### config.mk
export PLATFORM = sky130hd
export DESIGN_NAME = parallel_port_a_b
export DESIGN_NICKNAME = d
export VERILOG_FILES = /design/src/parallel_port_pkg.sv /design/src/parallel_port_a_b.sv
export VERILOG_INCLUDE_DIRS = /design/src /design/src/src
export SDC_FILE = /design/constraint.sdc
export NUM_CORES = 1
export LEC_CHECK = 0
export BUFFER_PORTS_ARGS = -buffer_cell sky130_fd_sc_hd__buf_2
export CAP_MARGIN = 20
export CELL_PAD_IN_SITES_DETAIL_PLACEMENT = 0
export CELL_PAD_IN_SITES_GLOBAL_PLACEMENT = 2
export CORE_ASPECT_RATIO = 0.75
export CORE_MARGIN = 2
export CORE_UTILIZATION = 28
export DETAILED_ROUTE_END_ITERATION = 12
export PLACE_DENSITY = 0.87
export SYNTH_ARGS = -nofsm -noshare
export SYNTH_HDL_FRONTEND = slang
export SYNTH_SLANG_ARGS = --single-unit
### constraint.sdc
create_clock -name clk_sys_in -period 2.6 [get_ports clk_sys_in]
set_input_delay 0.13 -clock clk_sys_in [delete_from_list [all_inputs] [get_ports clk_sys_in]]
set_output_delay 0.13 -clock clk_sys_in [all_outputs]
set_load 0.05 [all_outputs]
### src/parallel_port_defs.svh
// Register offsets, reset values and field positions of the parallel port block
`ifndef PARALLEL_PORT_DEFS_SVH
`define PARALLEL_PORT_DEFS_SVH

// ********************************************************************
// Register offsets
// ********************************************************************
`define PP_OFS_FIRST_DATA 8'h00
`define PP_OFS_FIRST_DIR 8'h01
`define PP_OFS_SECOND_DIR 8'h02
`define PP_OFS_SECOND_DATA 8'h04
`define PP_OFS_SECOND_PULLUP 8'h10
`define PP_OFS_SEGMENT_EN 8'h11
`define PP_OFS_ALT_SELECT 8'h12

// ********************************************************************
// Reset values and fields
// ********************************************************************
`define PP_DIR_RESET 8'h00
`define PP_PULLUP_RESET 8'h00
`define PP_SEGMENT_RESET 4'h0
`define PP_ALT_RESET 8'h00
`define PP_SEGMENT_LSB 4
`define PP_UNMAPPED_READ 8'h00

`endif

### src/parallel_port_pkg.sv
// Types shared by the parallel port block
package parallel_port_pkg;
  typedef enum logic [3:0] {
    MODE_SINGLE_CHIP = 4'b0001,
    MODE_EXPANDED = 4'b0010,
    MODE_BOOTSTRAP = 4'b0100,
    MODE_TEST = 4'b1000
  } op_mode_e;
  typedef logic [7:0] port_byte_t;
endpackage

### src/parallel_port_a_b.sv
// Two 8-bit parallel ports with timer sharing, address bus and segment drivers
`include "parallel_port_defs.svh"

// Contract
// - First port: eight two-way lines, each with a data bit and direction bit.
// - Direction bit one drives the pin as an output.
// - Reset clears the first port direction register to all zeros.
// - First port data register always read/write and untouched by reset.
// - Writes to a data bit under alternate function do not move the pin.
// - First port pins shared with timer captures, compares and pulse accumulator.
// - Second port: eight two-way lines, doubling as address bits 8 to 15.
// - Expanded or test mode: address outputs, second port data and direction registers unmapped; enabled segment drivers still override the address on pins 4 to 7.
// - Single-chip or bootstrap: second port inputs with selectable pull-ups.
// - Four segment drivers may be enabled on second port bits 4 to 7.
// - Second port data register read/write outside expanded and test modes, and kept through reset.
module parallel_port_a_b (
  input wire logic clk_sys_in,
  input wire logic rst_in,
  input wire parallel_port_pkg::op_mode_e mode_in,
  input wire logic [7:0] reg_addr_in,
  input wire logic [7:0] reg_wdata_in,
  input wire logic reg_wr_in,
  input wire logic reg_rd_in,
  output logic [7:0] reg_rdata_out,
  input wire logic [7:0] first_port_pin_in,
  output logic [7:0] first_port_pin_out,
  output logic [7:0] first_port_pin_oe_out,
  input wire logic [7:0] second_port_pin_in,
  output logic [7:0] second_port_pin_out,
  output logic [7:0] second_port_pin_oe_out,
  output logic [7:0] second_port_pullup_out,
  input wire logic [15:8] high_address_in,
  input wire logic [3:0] segment_driver_in,
  input wire logic output_compare_one_in,
  input wire logic output_compare_two_in,
  input wire logic output_compare_three_in,
  input wire logic output_compare_four_in,
  input wire logic output_compare_five_in,
  input wire logic [7:3] output_compare_one_en_in,
  input wire logic capture_four_sel_in,
  output logic input_capture_one_out,
  output logic input_capture_two_out,
  output logic input_capture_three_out,
  output logic input_capture_four_out,
  output logic pulse_accumulator_input_out
);
  import parallel_port_pkg::*;

  // ********************************************************************
  // Register state
  // ********************************************************************
  port_byte_t first_port_pin_data_r;
  port_byte_t first_port_direction_r;
  port_byte_t second_port_pin_data_r;
  port_byte_t second_port_direction_r;
  port_byte_t second_port_pullup_r;
  logic [3:0] segment_enable_r;
  port_byte_t alt_select_r;
  port_byte_t reg_rdata_r;
  port_byte_t reg_rdata_nxt;

  // Pin-side datapath
  port_byte_t timer_drive;
  port_byte_t timer_owns;
  port_byte_t first_port_drive;
  port_byte_t first_port_oe;
  port_byte_t second_port_drive;
  port_byte_t second_port_oe;
  port_byte_t segment_on;
  port_byte_t segment_level;

  // Mode and strobe decode
  logic bus_mode;
  logic second_port_mapped;
  logic wr_first_data;
  logic wr_first_dir;
  logic wr_second_data;
  logic wr_second_dir;
  logic wr_pullup;
  logic wr_segment;
  logic wr_alt;

  // ********************************************************************
  // Mode and address decode
  // ********************************************************************
  // Expanded and test modes hand the second port to the address bus
  assign bus_mode = (mode_in == MODE_EXPANDED) || (mode_in == MODE_TEST);
  assign second_port_mapped = !bus_mode;

  // One strobe per register keeps each update block to a single concern
  assign wr_first_data = reg_wr_in && (reg_addr_in == `PP_OFS_FIRST_DATA);
  assign wr_first_dir = reg_wr_in && (reg_addr_in == `PP_OFS_FIRST_DIR);
  assign wr_second_data = reg_wr_in && second_port_mapped
                          && (reg_addr_in == `PP_OFS_SECOND_DATA);
  assign wr_second_dir = reg_wr_in && second_port_mapped
                         && (reg_addr_in == `PP_OFS_SECOND_DIR);
  assign wr_pullup = reg_wr_in && (reg_addr_in == `PP_OFS_SECOND_PULLUP);
  assign wr_segment = reg_wr_in && (reg_addr_in == `PP_OFS_SEGMENT_EN);
  assign wr_alt = reg_wr_in && (reg_addr_in == `PP_OFS_ALT_SELECT);

  // ********************************************************************
  // First port registers
  // ********************************************************************
  // No reset on purpose: power-up contents stay undefined
  always_ff @(posedge clk_sys_in) begin
    if (wr_first_data) begin
      first_port_pin_data_r <= reg_wdata_in;
    end
  end

  always_ff @(posedge clk_sys_in) begin
    if (rst_in) begin
      first_port_direction_r <= `PP_DIR_RESET;
    end else if (wr_first_dir) begin
      first_port_direction_r <= reg_wdata_in;
    end
  end

  // ********************************************************************
  // Second port registers and first port alternate select
  // ********************************************************************
  // Unmapped in bus modes, so writes there are dropped
  always_ff @(posedge clk_sys_in) begin
    if (wr_second_data) begin
      second_port_pin_data_r <= reg_wdata_in;
    end
  end

  always_ff @(posedge clk_sys_in) begin
    if (rst_in) begin
      second_port_direction_r <= `PP_DIR_RESET;
    end else if (wr_second_dir) begin
      second_port_direction_r <= reg_wdata_in;
    end
  end

  // Pull-ups start off so no input is pulled before software asks
  always_ff @(posedge clk_sys_in) begin
    if (rst_in) begin
      second_port_pullup_r <= `PP_PULLUP_RESET;
    end else if (wr_pullup) begin
      second_port_pullup_r <= reg_wdata_in;
    end
  end

  always_ff @(posedge clk_sys_in) begin
    if (rst_in) begin
      segment_enable_r <= `PP_SEGMENT_RESET;
    end else if (wr_segment) begin
      segment_enable_r <= reg_wdata_in[3:0];
    end
  end

  always_ff @(posedge clk_sys_in) begin
    if (rst_in) begin
      alt_select_r <= `PP_ALT_RESET;
    end else if (wr_alt) begin
      alt_select_r <= reg_wdata_in;
    end
  end

  // ********************************************************************
  // Read port
  // ********************************************************************
  always_comb begin
    reg_rdata_nxt = `PP_UNMAPPED_READ;
    unique case (reg_addr_in)
      `PP_OFS_FIRST_DATA: begin
        reg_rdata_nxt = first_port_pin_data_r;
      end
      `PP_OFS_FIRST_DIR: begin
        reg_rdata_nxt = first_port_direction_r;
      end
      // Second port registers leave the map while the pins carry the address
      `PP_OFS_SECOND_DATA: begin
        if (second_port_mapped) begin
          reg_rdata_nxt = second_port_pin_data_r;
        end
      end
      `PP_OFS_SECOND_DIR: begin
        if (second_port_mapped) begin
          reg_rdata_nxt = second_port_direction_r;
        end
      end
      `PP_OFS_SECOND_PULLUP: begin
        reg_rdata_nxt = second_port_pullup_r;
      end
      `PP_OFS_SEGMENT_EN: begin
        reg_rdata_nxt = {4'h0, segment_enable_r};
      end
      `PP_OFS_ALT_SELECT: begin
        reg_rdata_nxt = alt_select_r;
      end
      default: begin
        reg_rdata_nxt = `PP_UNMAPPED_READ;
      end
    endcase
  end

  // Zero outside the read cycle, so stale data is never taken for an answer
  always_ff @(posedge clk_sys_in) begin
    if (rst_in) begin
      reg_rdata_r <= `PP_UNMAPPED_READ;
    end else if (reg_rd_in) begin
      reg_rdata_r <= reg_rdata_nxt;
    end else begin
      reg_rdata_r <= `PP_UNMAPPED_READ;
    end
  end
  assign reg_rdata_out = reg_rdata_r;

  // ********************************************************************
  // First port and timer sharing
  // ********************************************************************
  // Compare one may join any of bits 3 to 7; bit 3 may instead be capture four
  always_comb begin
    timer_drive = 8'h00;
    timer_owns = 8'h00;
    // Bit 3 belongs to compare five unless capture four has it
    if (alt_select_r[3] && !capture_four_sel_in) begin
      timer_owns[3] = 1'b1;
      timer_drive[3] = output_compare_five_in
                       | (output_compare_one_en_in[3] & output_compare_one_in);
    end
    if (alt_select_r[4]) begin
      timer_owns[4] = 1'b1;
      timer_drive[4] = output_compare_four_in
                       | (output_compare_one_en_in[4] & output_compare_one_in);
    end
    if (alt_select_r[5]) begin
      timer_owns[5] = 1'b1;
      timer_drive[5] = output_compare_three_in
                       | (output_compare_one_en_in[5] & output_compare_one_in);
    end
    if (alt_select_r[6]) begin
      timer_owns[6] = 1'b1;
      timer_drive[6] = output_compare_two_in
                       | (output_compare_one_en_in[6] & output_compare_one_in);
    end
    // Bit 7 has no compare of its own, so compare one takes it alone
    if (output_compare_one_en_in[7]) begin
      timer_owns[7] = 1'b1;
      timer_drive[7] = output_compare_one_in;
    end
  end

  // ********************************************************************
  // Timer inputs
  // ********************************************************************
  // Captures one to three always see the pin so a timer can watch an output too
  assign input_capture_three_out = first_port_pin_in[0];
  assign input_capture_two_out = first_port_pin_in[1];
  assign input_capture_one_out = first_port_pin_in[2];
  // Capture four sees pin 3 only while selected, so compare five can share it
  assign input_capture_four_out = first_port_pin_in[3] & capture_four_sel_in;
  assign pulse_accumulator_input_out = first_port_pin_in[7];

  genvar i;
  generate
    for (i = 0; i < 8; i++) begin : g_first_port
      // Timer owning the pin overrides the data register
      assign first_port_drive[i] = timer_owns[i] ? timer_drive[i]
                                                 : first_port_pin_data_r[i];
      assign first_port_oe[i] = timer_owns[i]
                                | first_port_direction_r[i];
    end
  endgenerate
  assign first_port_pin_out = first_port_drive;
  assign first_port_pin_oe_out = first_port_oe;

  // ********************************************************************
  // Second port: address bus, segment drivers, general I/O
  // ********************************************************************
  // Segment enables line up with pins 4 to 7; the low pins never carry one
  always_comb begin
    segment_on = 8'h00;
    segment_level = 8'h00;
    for (int k = 0; k < 4; k++) begin
      segment_on[k + `PP_SEGMENT_LSB] = segment_enable_r[k];
      segment_level[k + `PP_SEGMENT_LSB] = segment_driver_in[k];
    end
  end

  generate
    for (i = 0; i < 8; i++) begin : g_second_port
      // Segment drive wins in every mode, including over the address bus
      assign second_port_drive[i] = segment_on[i] ? segment_level[i]
                                    : bus_mode ? high_address_in[i + 8]
                                    : second_port_pin_data_r[i];
      assign second_port_oe[i] = segment_on[i] | bus_mode
                                 | second_port_direction_r[i];
      // Pull-ups only make sense on undriven inputs in non-bus modes
      assign second_port_pullup_out[i] = second_port_mapped && second_port_pullup_r[i]
                                         && !second_port_oe[i];
    end
  endgenerate
  assign second_port_pin_out = second_port_drive;
  assign second_port_pin_oe_out = second_port_oe;

  // Second port input value is not latched; only the data register reads back
  logic unused_inputs;
  assign unused_inputs = ^second_port_pin_in;
endmodule

* Word level (Yosys, flattened, before mapping)
Cells that the tools add are included.
** Operators by class
- Eq/ne operators :: 8
- Muxes and demuxes :: 30
- Bitwise logic cells :: 27
- Reductions and logical operators :: 38
** Operators by type and width (count)
- $pmux 8 s7 :: 1
- $mux 1 :: 27
- $logic_and 1x1->1 :: 25
- $eq 8x5->1 const B :: 3
- $or 1x1->1 :: 21
- $mux 8 :: 2
- $logic_not 1->1 :: 10
- $eq 8x1->1 const B :: 1
- $eq 8x2->1 const B :: 1
- $eq 8x3->1 const B :: 1
- $logic_not 8->1 :: 1
- $and 1x1->1 :: 5
- $eq 4x2->1 const B :: 1
- $eq 4x4->1 const B :: 1
- $reduce_or 2->1 :: 1
- $logic_or 1x1->1 :: 1
- $not 1->1 :: 1
** Storage, ports and cells
- Register bits :: 60
- Input bits :: 63
- Output and inout bits :: 53
- Word-level logic and storage cells :: 111

* Longest topological paths before layout
- Depth after elaboration :: 6
- Gate-level depth with buffers :: 6

* Least setup slack after synthesis
OpenSTA, ideal clock, no wires.
- Kind :: input -> output
- Start :: input port mode_in[3]
- End :: output port second_port_pin_out[4]
- Arrival :: 1993 ps
- Data required time :: 2470 ps
- Path slack :: 477 ps
- Stages :: 5
- Cell sequence :: xnor2_1 > nor3_2 > buf_2 > mux2i_1 > o21ai_0
** On the way
- Cells in the longest elaborated chain, start to end :: 4
- Elaborated cells between the ends (all ways) :: 5
- Those cells by class :: eq/ne: 2; mux: 2; reduce/logical: 1
** Ends and longest elaborated chain
- from (decl) :: RTL line parallel_port_a_b.sv:19 : input wire parallel_port_pkg::op_mode_e mode_in,
- $eq 4x2->1 / $eq 4x4->1 (equally long branches) :: RTL line parallel_port_a_b.sv:87 : assign bus_mode = (mode_in == MODE_EXPANDED) || (mode_in == MODE_TEST);
- $logic_or 1x1->1 (*) :: RTL line parallel_port_a_b.sv:87
- $mux 1 (*) :: RTL line parallel_port_a_b.sv:288 : : bus_mode ? high_address_in[i + 8]
- $mux 1 (*) :: RTL line parallel_port_a_b.sv:287 : assign second_port_drive[i] = segment_on[i] ? segment_level[i]
- to (decl) :: RTL line parallel_port_a_b.sv:29 : output logic [7:0] second_port_pin_out,
Mark *: on every way between the ends. The rest lies on a longest branch, timed or not.

* Worst setup path in the final report
- Start :: register segment_enable_r[2]
- End :: output port second_port_pullup_out[6]
** On the way
- Cells in the longest elaborated chain, start to end :: 4
** Ends and longest elaborated chain
- from (decl) :: RTL line parallel_port_a_b.sv:57 : logic [3:0] segment_enable_r;
- from (signal assigned) :: RTL line parallel_port_a_b.sv:148 : segment_enable_r <= `PP_SEGMENT_RESET;
- from (signal assigned) :: RTL line parallel_port_a_b.sv:150 : segment_enable_r <= reg_wdata_in[3:0];
- $or 1x1->1 :: RTL line parallel_port_a_b.sv:290 : assign second_port_oe[i] = segment_on[i] | bus_mode
- $or 1x1->1 :: RTL line parallel_port_a_b.sv:291 : | second_port_direction_r[i];
- $logic_not 1->1 :: RTL line parallel_port_a_b.sv:294 : && !second_port_oe[i];
- $logic_and 1x1->1 :: RTL line parallel_port_a_b.sv:294
- to (decl) :: RTL line parallel_port_a_b.sv:31 : output logic [7:0] second_port_pullup_out,
No other way between the ends.

==> results.sh <==
export IMPL_min_path_cells=1
export IMPL_postCtsSetupBuffers=0
export IMPL_synthAdderAreaFrac=0
export IMPL_rows=32
export IMPL_postCtsHoldBufs=0
export IMPL_worst_r2r_endpoint="reg_rdata_out[4]"
export IMPL_tns_ns=0
export IMPL_p_clk_frac=0.553
export IMPL_status="completed"
export IMPL_p_per_area_nw_per_um2=668.3
export IMPL_stdcell_area_um2=3929
export IMPL_critical_path_arrival_ns=1.60
export IMPL_worst_slack_ns=0.8712
export IMPL_grt_max_degree=25
export IMPL_synth_ff_type="dfxtp_1"
export IMPL_clock_latency_ns=0.32
export IMPL_dp_hpwl_um=6753
export IMPL_pre_cts_ws_ns=0.7541
export IMPL_min_path_type="in2reg"
export IMPL_synth_top_family_by_area="simple AND/OR/NAND/NOR gates"
export IMPL_gr_total_overflow=0
export IMPL_gp_congestion=0.7720
export IMPL_fill_cells=1059
export IMPL_crit_fanout=5
export IMPL_timing_hold_ws_ns=0.05953
export IMPL_worstSetupEndpointType="output pin"
export IMPL_p_int_mw=2.071
export IMPL_via_count=2675
export IMPL_synth_simple_area_share=0.2344
export IMPL_fmax_mhz=578.4
export IMPL_reg2reg_depth=3
export IMPL_clock_skew_ns=0.004180
export IMPL_relSlewSlack=0.5812
export IMPL_wire_per_inst_um=16.11
export IMPL_reg2reg_from="first_port_pin_data_r[4]"
export IMPL_fp_dieArea_um2=11530
export IMPL_synthMuxAreaShare=0.1159
export IMPL_rrSetupSlack_ns=1.38
export IMPL_post_route_period_util=0.6649
export IMPL_final_max_slew_viol_count=0
export IMPL_cts_made_buffers=9
export IMPL_hold_end="first_port_pin_data_r[1]"
export IMPL_p_comb_frac=0.081
export IMPL_cts_resized=0
export IMPL_p_sw_mw=0.5548
export IMPL_path_class="reg2out"
export IMPL_start_util=0.2894
export IMPL_cts_buffer_depth=2
export IMPL_finalCriticalPeriod_ns=1.729
export IMPL_cap_violations=0
export IMPL_synth_edff_count=16
export IMPL_ys_seq_area_frac=0.4554
export IMPL_seqPwrFrac=0.366
export IMPL_die_h_um=93.48
export IMPL_first_pass_iters=4
export IMPL_fin_nets=467
export IMPL_tightest_slew_ns=0.6249
export IMPL_cts_sinks=60
export IMPL_crit_required_ns=2.47
export IMPL_hold_violations=0
export IMPL_synth_area_um2=2989
export IMPL_rsz0062_at_grt="false"
export IMPL_grt_first_pass_wirelength_um=13810
export IMPL_clk_transition_reported_paths_ns=0.05
export IMPL_antenna_cells=0
export IMPL_dpl_cell_area_um2=3563
export IMPL_cts_root_buf="clkbuf_16"
export IMPL_yosysWarnings=0
export IMPL_htreeDepth=3
export IMPL_worstHoldStart="reg_wdata_in[1]"
export IMPL_antenna_found_initial=1
export IMPL_synth_avg_cell_area_um2=9.550
export IMPL_viasPerCell=4.908
export IMPL_synth_cell_types=39
export IMPL_syn_nets=376
export IMPL_drc=0
export IMPL_antenna_left=0
export IMPL_finalSetupViolations=0
export IMPL_finalNonFillerCells=545
export IMPL_drive_above_1_share=0.3790
export IMPL_port_buffers=96
export IMPL_leakage_nw=1.626
export IMPL_core_area_um2=10330
export IMPL_synthCells=313
export IMPL_cts_tree="yes"
export IMPL_placed_cells=529
export IMPL_synth_compound_area_frac=0.1306
export IMPL_fin_util=0.3803
export IMPL_start_kind="flop"
export IMPL_track_usage=0.1586
export IMPL_async_reset_ff_frac=0
export IMPL_synth_xor_area_frac=0.002930
export IMPL_ys_seq_elements=60
export IMPL_finalPower_mw=2.626
export IMPL_syn2layout_area_growth_pct=31.44
export IMPL_drt_iter0_markers=184
export IMPL_routed_wl_um=8781
export IMPL_ir_drop_uv=294.0
export IMPL_switching_share=0.2113
export IMPL_die_width_um=123.3
export IMPL_grt_pass1_vias=2573
export IMPL_pin_count=116
[cells in the final DEF, fill, tap and decap left out, drive strengths merged, types with 16 or more instances in the layout]
cell    instances
buf           106
edfxtp         16
nand2          23
or2            16
nand2b         18
o21ai          17
nor2           21
mux2i          20
a21oi          18
dfxtp          44
[sequential cells by signal (all words and copies together) (netlist names)]
name / flops
segment_enable_r: 4
alt_select_r: 8
second_port_pullup_r: 8
reg_rdata_out: 8
first_port_direction_r: 8
first_port_pin_data_r: 8
second_port_pin_data_r: 8
second_port_direction_r: 8
[cells by family after synthesis]
group / count (synthesis)
XOR/XNOR: 1
AND/OR/NAND/NOR: 122
multiplexers: 33
flip-flops: 60
buffers and inverters: 34
AO/OA/AOI/OAI: 63
[final cells by class]
type	count	area (um2)	area share
repair buffers	106	555.5	0.1414
clock buffers	10	229.0	0.05828
flip-flops and latches	60	1361	0.3465
well taps	136	170.2	0.04331
clock inverters	6	136.4	0.03471
inverters	8	30.03	0.007643
multi-input cells	219	1446	0.3682
[worst max-delay path by stage]
stage                              from                        end  cells past startpoint
finish              segment_enable_r[2]  second_port_pullup_out[6]                      3
CTS                 segment_enable_r[2]  second_port_pullup_out[6]                      3
detailed placement       reg_addr_in[5]            alt_select_r[1]                      5
floorplan                    mode_in[3]     second_port_pin_out[4]                      5
global placement         reg_addr_in[5]            alt_select_r[1]                      5
global route             reg_addr_in[5]            alt_select_r[6]                      5
[synthesized netlist by cell type (all sizes together) (2+ instances only)]
cell type	n	area (um2)
a222oi	3	30.03
mux2i	20	200.2
buf	19	125.1
nor2b	3	18.77
o21ai	17	85.08
nand3b	12	90.09
nor4b	2	38.78
nor3	5	30.03
and2	2	12.51
edfxtp	16	480.5
or2	16	100.1
a21oi	18	90.09
or3	4	25.02
nor4	2	18.77
a2bb2oi	4	35.03
a31oi	5	31.28
nor2	21	78.83
nand2b	18	112.6
mux2	13	146.4
inv	8	30.03
nand3	8	45.04
dfxtp	44	880.8
nand2	23	86.33
a22oi	13	97.59
and3	2	12.51
clkbuf	7	26.28
[worst max-delay path: stages, from the launching register on]
cell	delay [ns]
dfxtp_1	0.37
or3_1	0.41
nor2_1	0.19
buf_2	0.30
[power groups by stage]
stage               Sequential [mW]  Clock [mW]  Combinational, mW
floorplan                     0.980           0              0.144
global placement              0.980           0              0.212
detailed placement            0.980           0              0.213
CTS                           0.961        1.47              0.214
global route                  0.960        1.51              0.229
finish                        0.961        1.45              0.213
[per-layer routing]
metal / track usage / part of all wire
met5: 0 / 0.0015
met3: 0.04878 / 0.094
met1: 0.2224 / 0.46
met4: 0.02557 / 0.0064
met2: 0.2431 / 0.44
Power figures use the tool's default switching activity.
